### src/abs_regs.svh
`ifndef ABS_REGS_SVH
`define ABS_REGS_SVH

// ****************************************
// Register layout and defaults
// ****************************************
`define ABS_R1_RESET   3'h3
`define ABS_R1_LOW     3'h0
`define ABS_R2_RESET   6'h00
`define ABS_R2_LOW     2'h3
`define ABS_ADDR_TOP   2'h3
`define ABS_BIT_LAST   4'h8

// ****************************************
// Timing
// ****************************************
`define ABS_CLK_NS     4
`define ABS_GLITCH_NS  50
// A pulse of w ns is sampled at most w/period+1 times, so demand one more
`define ABS_GLITCH_CYC ((`ABS_GLITCH_NS / `ABS_CLK_NS) + 2)
// Covers synchroniser plus filter lag of the side just released
`define ABS_RELAY_HOLD 5'h14

`endif

### src/abs_pkg.sv
package abs_pkg;

    typedef enum logic [2:0] {
        st_idle,
        st_addr,
        st_addr_ack,
        st_wr_byte,
        st_wr_ack,
        st_rd_byte,
        st_rd_ack
    } abs_slave_state_type;

    typedef enum logic [1:0] {
        rl_idle,
        rl_from_bp,
        rl_from_card,
        rl_hold
    } abs_relay_type;

endpackage

### src/abs_glitch_filter.sv
`timescale 1ns/1ns
`include "abs_regs.svh"

module abs_glitch_filter
    import abs_pkg::*;
(
    input  wire logic clk_sys,
    input  wire logic srst,
    input  wire logic line_raw,
    output logic      line_clean
);

    localparam logic [3:0] GLITCH_LAST = 4'(`ABS_GLITCH_CYC - 1);

    logic       meta_ff;
    logic       sync_ff;
    logic       clean_ff;
    logic [3:0] cnt_ff;

    always_ff @(posedge clk_sys) begin
        if (srst) begin
            meta_ff <= 1'b1;
            sync_ff <= 1'b1;
        end else begin
            meta_ff <= line_raw;
            sync_ff <= meta_ff;
        end
    end

    // Short pulses never reach the serial logic
    always_ff @(posedge clk_sys) begin
        if (srst) begin
            cnt_ff   <= 4'h0;
            clean_ff <= 1'b1;
        end else if (sync_ff == clean_ff) begin
            cnt_ff <= 4'h0;
        end else if (cnt_ff == GLITCH_LAST) begin
            clean_ff <= sync_ff;
            cnt_ff   <= 4'h0;
        end else begin
            cnt_ff <= cnt_ff + 4'h1;
        end
    end

    assign line_clean = clean_ff;
endmodule // abs_glitch_filter

### src/abs_switch.sv
`timescale 1ns/1ns
`include "abs_regs.svh"

module abs_switch
    import abs_pkg::*;
#(
    parameter bit SINGLE_PIN = 1'b0
)
(
    input  wire logic       clk_sys,
    input  wire logic       srst,
    input  wire logic       register_clear_n,
    input  wire logic [4:0] slave_address,
    input  wire logic       backplane_data_line_in,
    output logic            backplane_data_line_out,
    output logic            backplane_data_line_oe,
    input  wire logic       backplane_clock_line_in,
    output logic            backplane_clock_line_out,
    output logic            backplane_clock_line_oe,
    input  wire logic       card_data_line_in,
    output logic            card_data_line_out,
    output logic            card_data_line_oe,
    input  wire logic       card_clock_line_in,
    output logic            card_clock_line_out,
    output logic            card_clock_line_oe,
    input  wire logic       general_pin_1_in,
    output logic            general_pin_1_out,
    output logic            general_pin_1_oe,
    input  wire logic       general_pin_2_in,
    output logic            general_pin_2_out,
    output logic            general_pin_2_oe,
    output logic            link_connected,
    output logic            card_edge_boost_en,
    output logic            backplane_edge_boost_en
);

    // ****************************************
    // Declarations
    // ****************************************
    abs_slave_state_type state_ff;
    logic [3:0]          bit_cnt_ff;
    logic [7:0]          shift_ff;
    logic                rnw_ff;
    logic                mack_ff;
    logic                drive_low_ff;
    logic [7:0]          pend0_ff;
    logic [7:0]          pend1_ff;
    logic [1:0]          pend_cnt_ff;
    logic [2:0]          r1_ff;
    logic [5:0]          r2_ff;
    logic [6:0]          pin_meta_ff;
    logic [6:0]          pin_sync_ff;
    logic [3:0]          line_f;
    logic                sda_d_ff;
    logic                scl_d_ff;
    logic [1:0]          gp_out_ff;
    logic [1:0]          gp_oe_ff;
    logic [1:0]          card_oe_w;
    logic [1:0]          bp_oe_w;
    logic                sda;
    logic                scl;
    logic                start_det;
    logic                stop_det;
    logic                scl_rise;
    logic                scl_fall;
    logic                wr_done;
    logic                lvl2;
    logic [4:0]          addr_sync;
    logic [7:0]          img1;
    logic [7:0]          img2;
    logic                clr_meta_n_ff;
    logic                clr_n_ff;

    function automatic logic addr_match(input logic [7:0] b,
                                        input logic [4:0] a);
        return (b[7:6] == `ABS_ADDR_TOP) && (b[5:1] == a);
    endfunction

    // ****************************************
    // Input conditioning
    // ****************************************
    always_ff @(posedge clk_sys) begin
        if (srst) begin
            pin_meta_ff <= 7'h00;
            pin_sync_ff <= 7'h00;
        end else begin
            pin_meta_ff <= {slave_address, general_pin_2_in,
                            general_pin_1_in};
            pin_sync_ff <= pin_meta_ff;
        end
    end

    // Card lines filtered too, keeps both sides on equal lag
    genvar k;
    generate
        for (k = 0; k < 4; k++) begin : g_filt
            logic raw;
            assign raw = (k == 0) ? backplane_data_line_in :
                         (k == 1) ? backplane_clock_line_in :
                         (k == 2) ? card_data_line_in :
                                    card_clock_line_in;
            abs_glitch_filter u_filt (
                .clk_sys    (clk_sys),
                .srst       (srst),
                .line_raw   (raw),
                .line_clean (line_f[k])
            );
        end
    endgenerate

    assign sda       = line_f[0];
    assign scl       = line_f[1];
    assign addr_sync = pin_sync_ff[6:2];
    assign lvl2      = SINGLE_PIN ? 1'b0 : pin_sync_ff[1];

    always_ff @(posedge clk_sys) begin
        if (srst) begin
            sda_d_ff <= 1'b1;
            scl_d_ff <= 1'b1;
        end else begin
            sda_d_ff <= sda;
            scl_d_ff <= scl;
        end
    end

    assign start_det = scl && scl_d_ff && sda_d_ff && !sda;
    assign stop_det  = scl && scl_d_ff && !sda_d_ff && sda;
    assign scl_rise  = scl && !scl_d_ff;
    assign scl_fall  = !scl && scl_d_ff;
    assign wr_done   = (state_ff == st_wr_byte) && scl_fall &&
                       (bit_cnt_ff == `ABS_BIT_LAST);

    // Read images
    assign img1 = {r1_ff, lvl2, pin_sync_ff[0], `ABS_R1_LOW};
    assign img2 = {r2_ff, `ABS_R2_LOW};

    // ****************************************
    // Serial slave
    // ****************************************
    // Card masters reach this only through the relay below
    always_ff @(posedge clk_sys) begin
        if (srst) begin
            state_ff     <= st_idle;
            bit_cnt_ff   <= 4'h0;
            shift_ff     <= 8'h00;
            rnw_ff       <= 1'b0;
            mack_ff      <= 1'b0;
            drive_low_ff <= 1'b0;
        end else if (start_det) begin
            state_ff     <= st_addr;
            bit_cnt_ff   <= 4'h0;
            drive_low_ff <= 1'b0;
        end else if (stop_det) begin
            state_ff     <= st_idle;
            drive_low_ff <= 1'b0;
        end else begin
            unique case (state_ff)
                st_idle: begin
                end
                st_addr: begin
                    if (scl_rise && bit_cnt_ff != `ABS_BIT_LAST) begin
                        shift_ff   <= {shift_ff[6:0], sda};
                        bit_cnt_ff <= bit_cnt_ff + 4'h1;
                    end else if (scl_fall &&
                                 bit_cnt_ff == `ABS_BIT_LAST) begin
                        if (addr_match(shift_ff, addr_sync)) begin
                            drive_low_ff <= 1'b1;
                            rnw_ff       <= shift_ff[0];
                            state_ff     <= st_addr_ack;
                        end else begin
                            state_ff <= st_idle;
                        end
                    end
                end
                st_addr_ack: begin
                    if (scl_fall && rnw_ff) begin
                        shift_ff     <= img1;
                        drive_low_ff <= !img1[7];
                        bit_cnt_ff   <= 4'h1;
                        state_ff     <= st_rd_byte;
                    end else if (scl_fall) begin
                        drive_low_ff <= 1'b0;
                        bit_cnt_ff   <= 4'h0;
                        state_ff     <= st_wr_byte;
                    end
                end
                st_wr_byte: begin
                    if (scl_rise && bit_cnt_ff != `ABS_BIT_LAST) begin
                        shift_ff   <= {shift_ff[6:0], sda};
                        bit_cnt_ff <= bit_cnt_ff + 4'h1;
                    end else if (wr_done) begin
                        drive_low_ff <= 1'b1;
                        state_ff     <= st_wr_ack;
                    end
                end
                st_wr_ack: begin
                    if (scl_fall) begin
                        drive_low_ff <= 1'b0;
                        bit_cnt_ff   <= 4'h0;
                        state_ff     <= st_wr_byte;
                    end
                end
                st_rd_byte: begin
                    if (scl_fall && bit_cnt_ff == `ABS_BIT_LAST) begin
                        drive_low_ff <= 1'b0;
                        mack_ff      <= 1'b0;
                        state_ff     <= st_rd_ack;
                    end else if (scl_fall) begin
                        drive_low_ff <= !shift_ff[6];
                        shift_ff     <= {shift_ff[6:0], 1'b0};
                        bit_cnt_ff   <= bit_cnt_ff + 4'h1;
                    end
                end
                st_rd_ack: begin
                    if (scl_rise) begin
                        mack_ff <= !sda;
                    end else if (scl_fall && mack_ff) begin
                        shift_ff     <= img2;
                        drive_low_ff <= !img2[7];
                        bit_cnt_ff   <= 4'h1;
                        state_ff     <= st_rd_byte;
                    end else if (scl_fall) begin
                        state_ff <= st_idle;
                    end
                end
            endcase
        end
    end

    // ****************************************
    // Pending write bytes
    // ****************************************
    always_ff @(posedge clk_sys) begin
        if (srst) begin
            pend0_ff    <= 8'h00;
            pend1_ff    <= 8'h00;
            pend_cnt_ff <= 2'h0;
        end else if (start_det || stop_det) begin
            pend_cnt_ff <= 2'h0;
        end else if (wr_done) begin
            if (pend_cnt_ff == 2'h0) begin
                pend0_ff <= shift_ff;
            end
            if (pend_cnt_ff == 2'h1) begin
                pend1_ff <= shift_ff;
            end
            if (pend_cnt_ff != 2'h3) begin
                pend_cnt_ff <= pend_cnt_ff + 2'h1;
            end
        end
    end

    // ****************************************
    // Control registers
    // ****************************************
    // Clear pin acts without the clock so a card pulled out is safe
    // Release is synchronised so no register leaves clear mid-edge
    always_ff @(posedge clk_sys or negedge register_clear_n) begin
        if (!register_clear_n) begin
            clr_meta_n_ff <= 1'b0;
            clr_n_ff      <= 1'b0;
        end else begin
            clr_meta_n_ff <= 1'b1;
            clr_n_ff      <= clr_meta_n_ff;
        end
    end

    always_ff @(posedge clk_sys or negedge clr_n_ff) begin
        if (!clr_n_ff) begin
            r1_ff <= `ABS_R1_RESET;
            r2_ff <= `ABS_R2_RESET;
        end else if (srst) begin
            r1_ff <= `ABS_R1_RESET;
            r2_ff <= `ABS_R2_RESET;
        end else if (stop_det && pend_cnt_ff != 2'h0) begin
            r1_ff <= pend0_ff[7:5];
            if (pend_cnt_ff != 2'h1) begin
                r2_ff <= pend1_ff[7:2];
            end
        end
    end

    assign link_connected          = r1_ff[2];
    assign card_edge_boost_en      = r2_ff[1];
    assign backplane_edge_boost_en = r2_ff[0];

    // ****************************************
    // General pins
    // ****************************************
    genvar g;
    generate
        for (g = 0; g < 2; g++) begin : g_pin
            logic off;
            assign off = SINGLE_PIN && (g == 1);
            always_ff @(posedge clk_sys) begin
                if (srst) begin
                    gp_out_ff[g] <= 1'b0;
                    gp_oe_ff[g]  <= 1'b0;
                end else begin
                    gp_out_ff[g] <= r2_ff[2+g] && r1_ff[g];
                    gp_oe_ff[g]  <= !off && !r2_ff[4+g] &&
                                    (r2_ff[2+g] || !r1_ff[g]);
                end
            end
        end
    endgenerate

    assign general_pin_1_out = gp_out_ff[0];
    assign general_pin_1_oe  = gp_oe_ff[0];
    assign general_pin_2_out = gp_out_ff[1];
    assign general_pin_2_oe  = gp_oe_ff[1];

    // ****************************************
    // Line relay
    // ****************************************
    // Direction is latched so our own drive cannot hold itself low
    genvar j;
    generate
        for (j = 0; j < 2; j++) begin : g_relay
            abs_relay_type rl_ff;
            logic [4:0]    hold_ff;
            logic          card_oe_ff;
            logic          bp_oe_ff;
            logic          bp_low;
            logic          card_low;
            assign bp_low   = !line_f[j];
            assign card_low = !line_f[j+2];
            always_ff @(posedge clk_sys) begin
                if (srst || !r1_ff[2]) begin
                    rl_ff   <= rl_idle;
                    hold_ff <= 5'h00;
                end else begin
                    unique case (rl_ff)
                        rl_idle: begin
                            if (bp_low) begin
                                rl_ff <= rl_from_bp;
                            end else if (card_low) begin
                                rl_ff <= rl_from_card;
                            end
                        end
                        rl_from_bp: begin
                            if (!bp_low) begin
                                rl_ff   <= rl_hold;
                                hold_ff <= 5'h00;
                            end
                        end
                        rl_from_card: begin
                            if (!card_low) begin
                                rl_ff   <= rl_hold;
                                hold_ff <= 5'h00;
                            end
                        end
                        rl_hold: begin
                            if (hold_ff == `ABS_RELAY_HOLD) begin
                                rl_ff <= rl_idle;
                            end else begin
                                hold_ff <= hold_ff + 5'h01;
                            end
                        end
                    endcase
                end
            end
            always_ff @(posedge clk_sys) begin
                if (srst) begin
                    card_oe_ff <= 1'b0;
                    bp_oe_ff   <= 1'b0;
                end else begin
                    card_oe_ff <= (rl_ff == rl_from_bp);
                    bp_oe_ff   <= (rl_ff == rl_from_card) ||
                                  ((j == 0) && drive_low_ff);
                end
            end
            assign card_oe_w[j] = card_oe_ff;
            assign bp_oe_w[j]   = bp_oe_ff;
        end
    endgenerate

    // Open-drain lines only ever pull low
    assign backplane_data_line_out  = 1'b0;
    assign backplane_clock_line_out = 1'b0;
    assign card_data_line_out       = 1'b0;
    assign card_clock_line_out      = 1'b0;
    assign backplane_data_line_oe   = bp_oe_w[0];
    assign backplane_clock_line_oe  = bp_oe_w[1];
    assign card_data_line_oe        = card_oe_w[0];
    assign card_clock_line_oe       = card_oe_w[1];
endmodule // abs_switch

### config.mk
export PLATFORM = sky130hd
export DESIGN_NAME = abs_switch
export DESIGN_NICKNAME = d
export VERILOG_FILES = /design/src/abs_pkg.sv /design/src/abs_glitch_filter.sv /design/src/abs_switch.sv
export VERILOG_INCLUDE_DIRS = /design/src
export SDC_FILE = /design/constraint.sdc
export NUM_CORES = 1
export LEC_CHECK = 0
export BUFFER_PORTS_ARGS = -buffer_cell sky130_fd_sc_hd__buf_4
export CELL_PAD_IN_SITES_DETAIL_PLACEMENT = 1
export CELL_PAD_IN_SITES_GLOBAL_PLACEMENT = 2
export CORE_MARGIN = 1
export CORE_UTILIZATION = 43
export CTS_BUF_LIST = sky130_fd_sc_hd__clkbuf_4 sky130_fd_sc_hd__clkbuf_8
export DETAILED_ROUTE_END_ITERATION = 16
export GPL_TIMING_DRIVEN = 0
export PLACE_DENSITY = 0.85
export SYNTH_ARGS = -nofsm -noshare
export SYNTH_HDL_FRONTEND = slang
export SYNTH_SLANG_ARGS = --single-unit
### constraint.sdc
create_clock -name clk_sys -period 0.9 [get_ports clk_sys]
set_clock_uncertainty 0.1 [all_clocks]
set_input_delay 0.09 -clock clk_sys [delete_from_list [all_inputs] [get_ports clk_sys]]
set_output_delay 0.09 -clock clk_sys [all_outputs]
set_load 0.03 [all_outputs]
==> impl_metrics.json, run 1 <==
{
  "insertion_delay_ps": 400,
  "grt_max_degree": 19,
  "r2r-end": "bit_cnt_ff[3]",
  "fin_crit_sh": 2.241,
  "hold_viol": 0,
  "min_path_cells": 3,
  "yosysUniqueCellTypes": 65,
  "coreArea_sq_mm": 0.01152,
  "hold_class": "in2reg",
  "clock.fmax_ghz": 0.4958,
  "synth_cells": 555,
  "r2r_cells": 7,
  "fp.dieArea_sq_mm": 0.01234,
  "cts.path.max_buffers": 2,
  "cts_hold_buf": 13,
  "drive_gt1_frac": 0.5037,
  "clock-sinks": 106,
  "grt_pass1_vias": 4938,
  "antenna_found_initial": 0,
  "wl_mm": 16.98,
  "start_util": 0.4442,
  "synth_edf_count": 0,
  "grt_pass1_wl_mm": 25.74,
  "place_hpwl_mm": 9.847,
  "hold_ws_ps": 4.409,
  "grt_overflow_total": 0,
  "violations": "DRC, setup timing",
  "vias_per_cell": 5.501,
  "ant_nets": 0,
  "finalNonFillerCells": 826,
  "worstMarginPinSlew_ps": 789.0,
  "yosysWarningCount": 0,
  "nFillCells": 1189,
  "die_width_um": 111.1,
  "critPathRequiredTime_ps": 1050,
  "nNetsFinal": 725,
  "critPathCaptureType": "flop",
  "htree_num_levels": 3,
  "final_area_sq_mm": 0.007711,
  "portBuffers": 24,
  "grt_setup_unrepaired": "true",
  "synthFlopType": "dfxtp_1",
  "cp_top_family": "simple AND/OR/NAND/NOR gates",
  "die_h_um": 111.1,
  "drt-pass1-iter-count": 10,
  "period_minus_slack_ps": 2017,
  "wl_per_cell_um": 20.56,
  "cts-root-buf": "clkbuf_8",
  "dp.cells": 725,
  "cp_max_fo": 10,
  "max_stage_delay_ps": 370,
  "grt_use_total": 0.2711,
  "multiInputGateArea_sq_mm": 0.003674,
  "numCtsBuffers": 9,
  "synth.avg_cell_area_sq_um": 9.216,
  "fin_ws_ps": -1117,
  "drc": 4,
  "crit_type": "reg2reg",
  "path_clk_slew_ps": 110,
  "async_flop_share": 0.1038,
  "synth_area_sq_mm": 0.005115,
  "dp_slack_ps": -1257,
  "start_kind": "flop",
  "cp_num_buf_inv": 1,
  "finalMaxSlewViolations": 0,
  "timing.rr.start": "state_ff[0]",
  "antenna_cells": 0,
  "cap_viol_max_count": 0,
  "arrival_ps": 2160,
  "rows": 39,
  "ir_worst_vdd_mv": 1.054,
  "r2r_slack_ps": -1120,
  "io_pins": 29,
  "status": "complete, but fails checks",
  "gp_congestion": 0.8476,
  "cts_tree": "yes",
  "p_leak_nw": 2.894,
  "holdPathEnd": "state_ff[2]",
  "finalSetupViolCount": 90,
  "layout_commonest_cell": "buf_4",
  "mostFrequentLayoutCells": "72 x buf_4, 59 x dfxtp_1, 48 x nor2_1, 33 x buf_6, 29 x nand2_1",
  "ys_seq_area_frac": 0.4261,
  "ys_seq_elements": 106,
  "powerDensity_mw_per_mm2": 1676,
  "slew_headroom": 0.4684,
  "place_area_sq_mm": 0.005949,
  "crit_chain": "buf_6 > ha_4 > and2b_4 > or2_4 > and2_4 > o41ai_4 > a21oi_1",
  "hp-start": "srst",
  "drt_iter0_drc": 249,
  "regArea_sq_mm": 0.002261,
  "cp_slowest_cell": "dfxtp_4",
  "via_count": 4544,
  "syn2layout_area_growth_pct": 50.76
}
## cell usage after synthesis (all sizes together), types with 4 or more instances
cell type	n	share of area
a22oi	5	0.0073
o21ai	21	0.022
a21oi	15	0.015
inv	32	0.023
buf	17	0.024
o21a	5	0.0073
and2	4	0.0049
clkbuf	9	0.0066
o22ai	6	0.0086
xnor2	11	0.019
nor4	5	0.0061
and3	6	0.0073
a211o	4	0.0068
or3	4	0.0049
nand2	33	0.025
dfrtp	9	0.044
a31oi	6	0.0073
or2	12	0.015
mux2i	25	0.049
nor3	10	0.014
nor2	70	0.051
xor2	14	0.024
dfxtp	95	0.37
nor2b	15	0.018
nand3	24	0.023
nand2b	8	0.0098
ha	33	0.081
a211oi	9	0.013
## state kept, by name, indices dropped and copies added (netlist names), 2 cells and up, named ones only
name                      flops
g_filt.u_filt.meta_ff         4
r1_ff                         3
g_relay.hold_ff              10
g_filt.u_filt.cnt_ff         16
pin_meta_ff                   7
pend0_ff                      3
g_relay.rl_ff                 4
r2_ff                         6
bit_cnt_ff                    3
pend1_ff                      6
shift_ff                      8
state_ff                      3
pend_cnt_ff                   2
g_filt.u_filt.sync_ff         4
g_filt.u_filt.line_clean      4
pin_sync_ff                   7
## worst reg2reg max path, stage by stage, from the launching register on
cell and delay, ps:
dfxtp_4 370, buf_6 130, ha_4 150, and2b_4 170
or2_4 320, and2_4 180, o41ai_4 350, a21oi_1 110
## worst max path at each step
stage          cells past startpoint            end         from  slack (ps)
2_1_floorplan                      8    shift_ff[4]  state_ff[0]        -910
3_5_place_dp                       8    shift_ff[5]  state_ff[0]       -1260
5_1_grt                            8  bit_cnt_ff[2]  state_ff[0]       -1190
6_report                           7  bit_cnt_ff[3]  state_ff[0]       -1120
3_3_place_gp                       8    shift_ff[4]  state_ff[0]       -1240
4_1_cts                           10  bit_cnt_ff[3]  state_ff[0]       -1100
## what timing repair did
action	in CTS	in global routing
gates resized for setup	125	81
buffers inserted	44	31
endpoints found under the hold margin	16	2
gates cloned	2	0
pin swaps	64	47
endpoints found under the setup margin	91	92
## kinds of logic after synthesis
group	synth area share
fa+ha+maj	0.08072
simple gates	0.2101
flops	0.4261
other cells	0.001468
buf+inv	0.05455
mux	0.05113
compound gates	0.1331
xor+xnor	0.04281
## stage by stage
| stage | utilization | TNS [ps] | power, W |
|---|---|---|---|
| global route | 0.6696 | -56650 | 0.01349 |
| finish | 0.6696 | -52040 | 0.01292 |
| CTS | 0.6221 | -50270 | 0.01221 |
| floorplan | - | -34280 | 0.007370 |
| global placement | 0.5166 | -55490 | 0.008191 |
| detailed placement | 0.5166 | -58110 | 0.008242 |
## layer usage
layer	share of wire	GRT usage	up-vias	routed length, um
li1	-	-	2148	-
met1	0.39	0.3015	2279	6683
met2	0.55	0.5040	88	9268
met3	0.036	0.05467	29	611
met4	0.025	0.1072	0	417
met5	0	0	-	0
## report_power, final
group	internal (W)	switching (W)
registers	0.00490	0.000287
clock network	0.00111	0.00175
logic	0.00235	0.00253
total	0.00835	0.00457
## final cells by class
class / instances / area share
buffer: 24 / 0.03067
clock buffer: 10 / 0.01785
clock inverter: 6 / 0.006166
inverter: 32 / 0.01963
multi-input combinational: 394 / 0.4764
sequential: 106 / 0.2932
tap: 143 / 0.02320
timing repair buffer: 111 / 0.1329
No activity file was read; power rests on OpenSTA's default activity.
==> run 2, diff against run 1 <==
Settings changed: RECOVER_POWER from default to 25.
==> impl_metrics.json, run 2 (synthesis gave the netlist of run 1 again) <==
{
  "cap_viol_max_count": 0,
  "cts_tree": "yes",
  "grt_pass1_wl_mm": 25.74,
  "vias_per_cell": 5.501,
  "swShare": 0.3535,
  "finalMaxSlewViolations": 0,
  "fin_ws_ps": -1117,
  "clock-sinks": 106,
  "status": "complete, but fails checks",
  "largest-register": "g_filt.u_filt.cnt_ff",
  "nNetsFinal": 725,
  "violations": "DRC, setup timing",
  "grt_pass1_vias": 4938,
  "place_hpwl_mm": 9.847,
  "cp_max_fo": 10,
  "cts.path.max_buffers": 2,
  "ir_worst_vdd_mv": 1.054,
  "fp.dieArea_sq_mm": 0.01234,
  "fin_crit_sh": 2.241,
  "ant_nets": 0,
  "cts_hold_buf": 13,
  "die_width_um": 111.1,
  "hold_viol": 0,
  "die_h_um": 111.1,
  "syn2layout_area_growth_pct": 50.76,
  "via_count": 4544,
  "numCtsBuffers": 9,
  "rows": 39,
  "drive_gt1_frac": 0.5037,
  "seq_power_share": 0.401,
  "drt_iter0_drc": 249,
  "drt-pass1-iter-count": 10,
  "finalSetupViolCount": 90,
  "grt_max_degree": 19,
  "largest_reg_flops": 16,
  "largest_registers": "g_filt.u_filt.cnt_ff (16), g_relay.hold_ff (10), shift_ff (8)",
  "start_util": 0.4442,
  "clock.fmax_ghz": 0.4958,
  "portBuffers": 24,
  "start_kind": "flop",
  "crit_type": "reg2reg",
  "hold_class": "in2reg",
  "antenna_cells": 0,
  "cts-root-buf": "clkbuf_8",
  "p_switching_w": 0.004567,
  "wl_per_cell_um": 20.56,
  "mostFrequentLayoutCells": "71 x buf_4, 59 x dfxtp_1, 48 x nor2_1, 33 x buf_6, 29 x nand2_1",
  "hold_ws_ps": 4.409,
  "p_clk_frac": 0.222,
  "gp_congestion": 0.8476,
  "grt_use_total": 0.2711,
  "antenna_found_initial": 0,
  "drc": 4,
  "combPwrFrac": 0.377,
  "insertion_delay_ps": 400,
  "powerDensity_mw_per_mm2": 1676,
  "critPathCaptureType": "flop",
  "critPathRequiredTime_ps": 1050,
  "arrival_ps": 2160,
  "period_minus_slack_ps": 2017,
  "io_pins": 29,
  "path_clk_slew_ps": 110,
  "coreArea_sq_mm": 0.01152,
  "worstMarginPinSlew_ps": 789.0,
  "wl_mm": 16.98,
  "layout_commonest_cell": "buf_4",
  "htree_num_levels": 3,
  "tns_ps": -52040,
  "p_leak_nw": 2.894,
  "grt_setup_unrepaired": "true",
  "slew_headroom": 0.4684,
  "grt_overflow_total": 0,
  "p_int_w": 0.008354
}
-- run 2: path summary, 6_finish.rpt --
kind                                  start            end  slack [ps]  cells after the start
setup / recovery                state_ff[0]  bit_cnt_ff[3]       -1120                      7
hold / removal                         srst    state_ff[2]           4                      3
setup reg to reg                state_ff[0]  bit_cnt_ff[3]       -1120                      7
hold reg to reg                    clr_n_ff       r2_ff[5]          80                      0
max in group asynchronous  register_clear_n       clr_n_ff         110                      3
min in group asynchronous          clr_n_ff       r2_ff[5]          80                      0
-- run 2: what timing repair did --
item,4_1_cts,5_1_grt
endpoints found under the hold margin,16,2
resized for setup,125,81
gates cloned,2,0
setup endpoints to repair,91,92
buffers inserted,44,31
pin swaps,64,47
-- run 2: power by group through the flow --
stage / Sequential (W) / Combinational, W / Clock [W]
after CTS: 0.00518 / 0.00410 / 0.00293
final: 0.00519 / 0.00487 / 0.00286
after global placement: 0.00530 / 0.00289 / 0
after global routing: 0.00521 / 0.00518 / 0.00310
after detailed placement: 0.00531 / 0.00293 / 0
after floorplan: 0.00522 / 0.00215 / 0
-- run 2: final cells by class --
| cell class | count | area (sq um) |
|---|---|---|
| fillers | 1189 | 3805 |
| multi-input cells | 394 | 3674 |
| flip-flops and latches | 106 | 2261 |
| repair buffers | 111 | 1025 |
| plain buffers | 24 | 236.5 |
| well taps | 143 | 178.9 |
| inverters | 32 | 151.4 |
| clock buffers | 10 | 137.6 |
| clock inverters | 6 | 47.55 |
-- run 2: per-stage QoR --
stage | power (W) | worst slack, ps | area (sq um) | std cells | util
after floorplan | 0.007370 | -912.3 | 5590 | 558 | -
after global placement | 0.008191 | -1243 | 5949 | 725 | 0.5166
after detailed placement | 0.008242 | -1257 | 5949 | 725 | 0.5166
after CTS | 0.01221 | -1103 | 7164 | 797 | 0.6221
after global routing | 0.01349 | -1187 | 7711 | 826 | 0.6696
final | 0.01292 | -1117 | 7711 | 826 | 0.6696
-- run 2: worst max-delay path, cell delays in order (launching register included) --
cell	delay (ps)
dfxtp_4	370
buf_6	130
ha_4	150
and2b_4	170
or2_4	320
and2_4	170
o41ai_4	350
a21oi_1	110
-- run 2: layer usage --
layer | vias up | GRT usage | part of all wire
li1 | 2148 | - | -
met1 | 2279 | 0.3015 | 0.39
met2 | 88 | 0.5040 | 0.55
met3 | 29 | 0.05467 | 0.036
met4 | 0 | 0.1072 | 0.025
met5 | - | 0 | 0
==> run 3, diff against run 2 <==
Settings changed: CAP_MARGIN from default to 20, CORE_UTILIZATION 43 to 40, PLACE_DENSITY 0.85 to 0.8.
Clock period 0.9 ns to 1.92 ns, I/O delays scaled along.
==> impl_metrics.json, run 3 (synthesis gave the netlist of run 1 again) <==
{
  "grt_use_met2": 0.3968,
  "cp_top_family": "compound AO/OA/AOI/OAI gates",
  "fin_ws_ps": -77.79,
  "critPathCaptureType": "flop",
  "drive_gt1_frac": 0.2547,
  "grt_pass1_wl_mm": 22.76,
  "worstMarginPinSlew_ps": 678.1,
  "combPwrFrac": 0.360,
  "grtUsageMet1": 0.2846,
  "dp.cells": 750,
  "fin_crit_sh": 1.041,
  "syn2layout_area_growth_pct": 27.72,
  "p_int_w": 0.003882,
  "largest_reg_flops": 16,
  "fp.dieArea_sq_mm": 0.01324,
  "critPathRequiredTime_ps": 2150,
  "grt_max_degree": 18,
  "seq_power_share": 0.412,
  "antenna_found_initial": 0,
  "arrival_ps": 2230,
  "violations": "setup timing",
  "layout_commonest_cell": "dfxtp_1",
  "ant_nets": 0,
  "tns_ps": -265.1,
  "grt_setup_unrepaired": "true",
  "place_hpwl_mm": 9.764,
  "hold_class": "reg2async",
  "grt_overflow_total": 0,
  "portBuffers": 24,
  "cp_common_cell": "buf_6",
  "numCtsBuffers": 9,
  "gp_congestion": 0.8413,
  "insertion_delay_ps": 400,
  "wl_per_cell_um": 18.13,
  "grt_use_total": 0.2288,
  "clock-sinks": 106,
  "p_leak_nw": 2.586,
  "drt-pass1-iter-count": 4,
  "mostFrequentLayoutCells": "91 x dfxtp_1, 67 x nor2_1, 43 x buf_4, 29 x nand2_1",
  "p_switching_w": 0.002040,
  "powerDensity_mw_per_mm2": 906.6,
  "r2r-end": "shift_ff[2]",
  "r2r_slack_ps": -80,
  "cp_max_fo": 5,
  "status": "complete, but fails checks",
  "clock.fmax_ghz": 0.5006,
  "dp_slack_ps": -369.9,
  "io_pins": 29,
  "finalNonFillerCells": 808,
  "coreArea_sq_mm": 0.01226,
  "crit_chain": "buf_6 > ha_4 > buf_12 > o21bai_4 > o2bb2ai_4 > buf_6 > or3_1 > a21oi_1",
  "antenna_cells": 0,
  "die_width_um": 115.1,
  "drc": 0,
  "via_count": 4280,
  "largest_registers": "g_filt.u_filt.cnt_ff (16), g_relay.hold_ff (10), shift_ff (8)",
  "start_util": 0.4171,
  "cts-root-buf": "clkbuf_8",
  "cp_slowest_cell": "dfxtp_4",
  "grt_pass1_vias": 4342,
  "hold_viol": 0,
  "cp_num_buf_inv": 3,
  "nFillCells": 1401,
  "finalMaxSlewViolations": 0,
  "utilization": 0.5328,
  "vias_per_cell": 5.297,
  "wl_mm": 14.65,
  "die_h_um": 115.1,
  "rows": 40,
  "timing.rr.start": "state_ff[0]",
  "ir_worst_vdd_mv": 0.5322,
  "htree_num_levels": 3,
  "r2r_cells": 8,
  "nNetsFinal": 682,
  "use_met3": 0.05061,
  "slew_headroom": 0.5479,
  "cts_tree": "yes",
  "cap_viol_max_count": 0,
  "crit_type": "reg2reg",
  "power_w": 0.005922,
  "drt_iter0_drc": 225,
  "path_clk_slew_ps": 110,
  "p_clk_frac": 0.228,
  "period_minus_slack_ps": 1998,
  "finalSetupViolCount": 10,
  "top_usage_layer": "met2",
  "max_stage_delay_ps": 390,
  "cts.path.max_buffers": 2,
  "start_kind": "flop",
  "swShare": 0.3445,
  "largest-register": "g_filt.u_filt.cnt_ff"
}
==> run 3: changes by cell type in the layout (fill, tap and decap cells not counted), moves of 9 or more <==
cell      previous run  this run
dfxtp_1             59        91
ha_1                10        28
clkbuf_4             1        10
dfxtp_4             14         3
dfxtp_2             22         1
nor2_2              14         0
inv_2               12         2
nor2_1              48        67
ha_4                21         4
buf_6               33        11
nand3_1             11        23
buf_4               71        43
o21ai_0              6        17
inv_1                9        28
==> run 3: layer usage <==
metal	routed length [um]	up-vias	part of all wire
met1	6525	2144	0.45
li1	-	2059	-
met3	478	13	0.033
met4	161	0	0.011
met5	0	-	0
met2	7478	64	0.51
==> run 3: layout make-up <==
cell class	count	area, sq um	share of cell area
clock inverters	4	35.03	0.005363
plain buffers	24	192.7	0.02950
repair buffers	68	605.6	0.09270
multi-input cells	394	3025	0.4631
clock buffers	12	146.4	0.02241
flip-flops and latches	106	2192	0.3356
inverters	32	125.1	0.01915
well taps	168	210.2	0.03218
==> run 3: worst max-delay path by stage <==
stage	startpoint	to	slack, ps	cells past startpoint
2_1_floorplan	state_ff[1]	shift_ff[0]	3	8
3_3_place_gp	state_ff[0]	shift_ff[1]	-380	9
3_5_place_dp	state_ff[0]	shift_ff[0]	-370	9
4_1_cts	state_ff[0]	shift_ff[4]	-10	8
5_1_grt	state_ff[0]	shift_ff[2]	-100	8
6_report	state_ff[0]	shift_ff[2]	-80	8
==> run 3: power by group through the flow <==
| stage | Clock (W) | Sequential (W) | Combinational (W) |
|---|---|---|---|
| 2_1_floorplan | 0 | 0.00243 | 0.000901 |
| 3_3_place_gp | 0 | 0.00247 | 0.00121 |
| 3_5_place_dp | 0 | 0.00248 | 0.00122 |
| 4_1_cts | 0.00140 | 0.00243 | 0.00176 |
| 5_1_grt | 0.00147 | 0.00245 | 0.00225 |
| 6_report | 0.00135 | 0.00244 | 0.00213 |
==> run 3: through the flow <==
stage | hold WS [ps] | area (sq um)
2_1_floorplan | -203.6 | 5127
3_3_place_gp | -126.3 | 5518
3_5_place_dp | -125.0 | 5518
4_1_cts | 76.16 | 6269
5_1_grt | 89.81 | 6533
6_report | 56.60 | 6533
==> run 3: worst register-to-register path: stages, from the launching register on <==
cell	delay, ps
dfxtp_4	390
buf_6	120
ha_4	180
buf_12	150
o21bai_4	230
o2bb2ai_4	110
buf_6	150
or3_1	380
a21oi_1	140
==> run 3: repair_timing <==
action,4_1_cts,5_1_grt
hold buffers,13,0
gates cloned,2,1
endpoints found under the hold margin,13,0
setup buffers,17,11
endpoints found under the setup margin,45,42
pin swaps,24,22
resized for setup,71,31
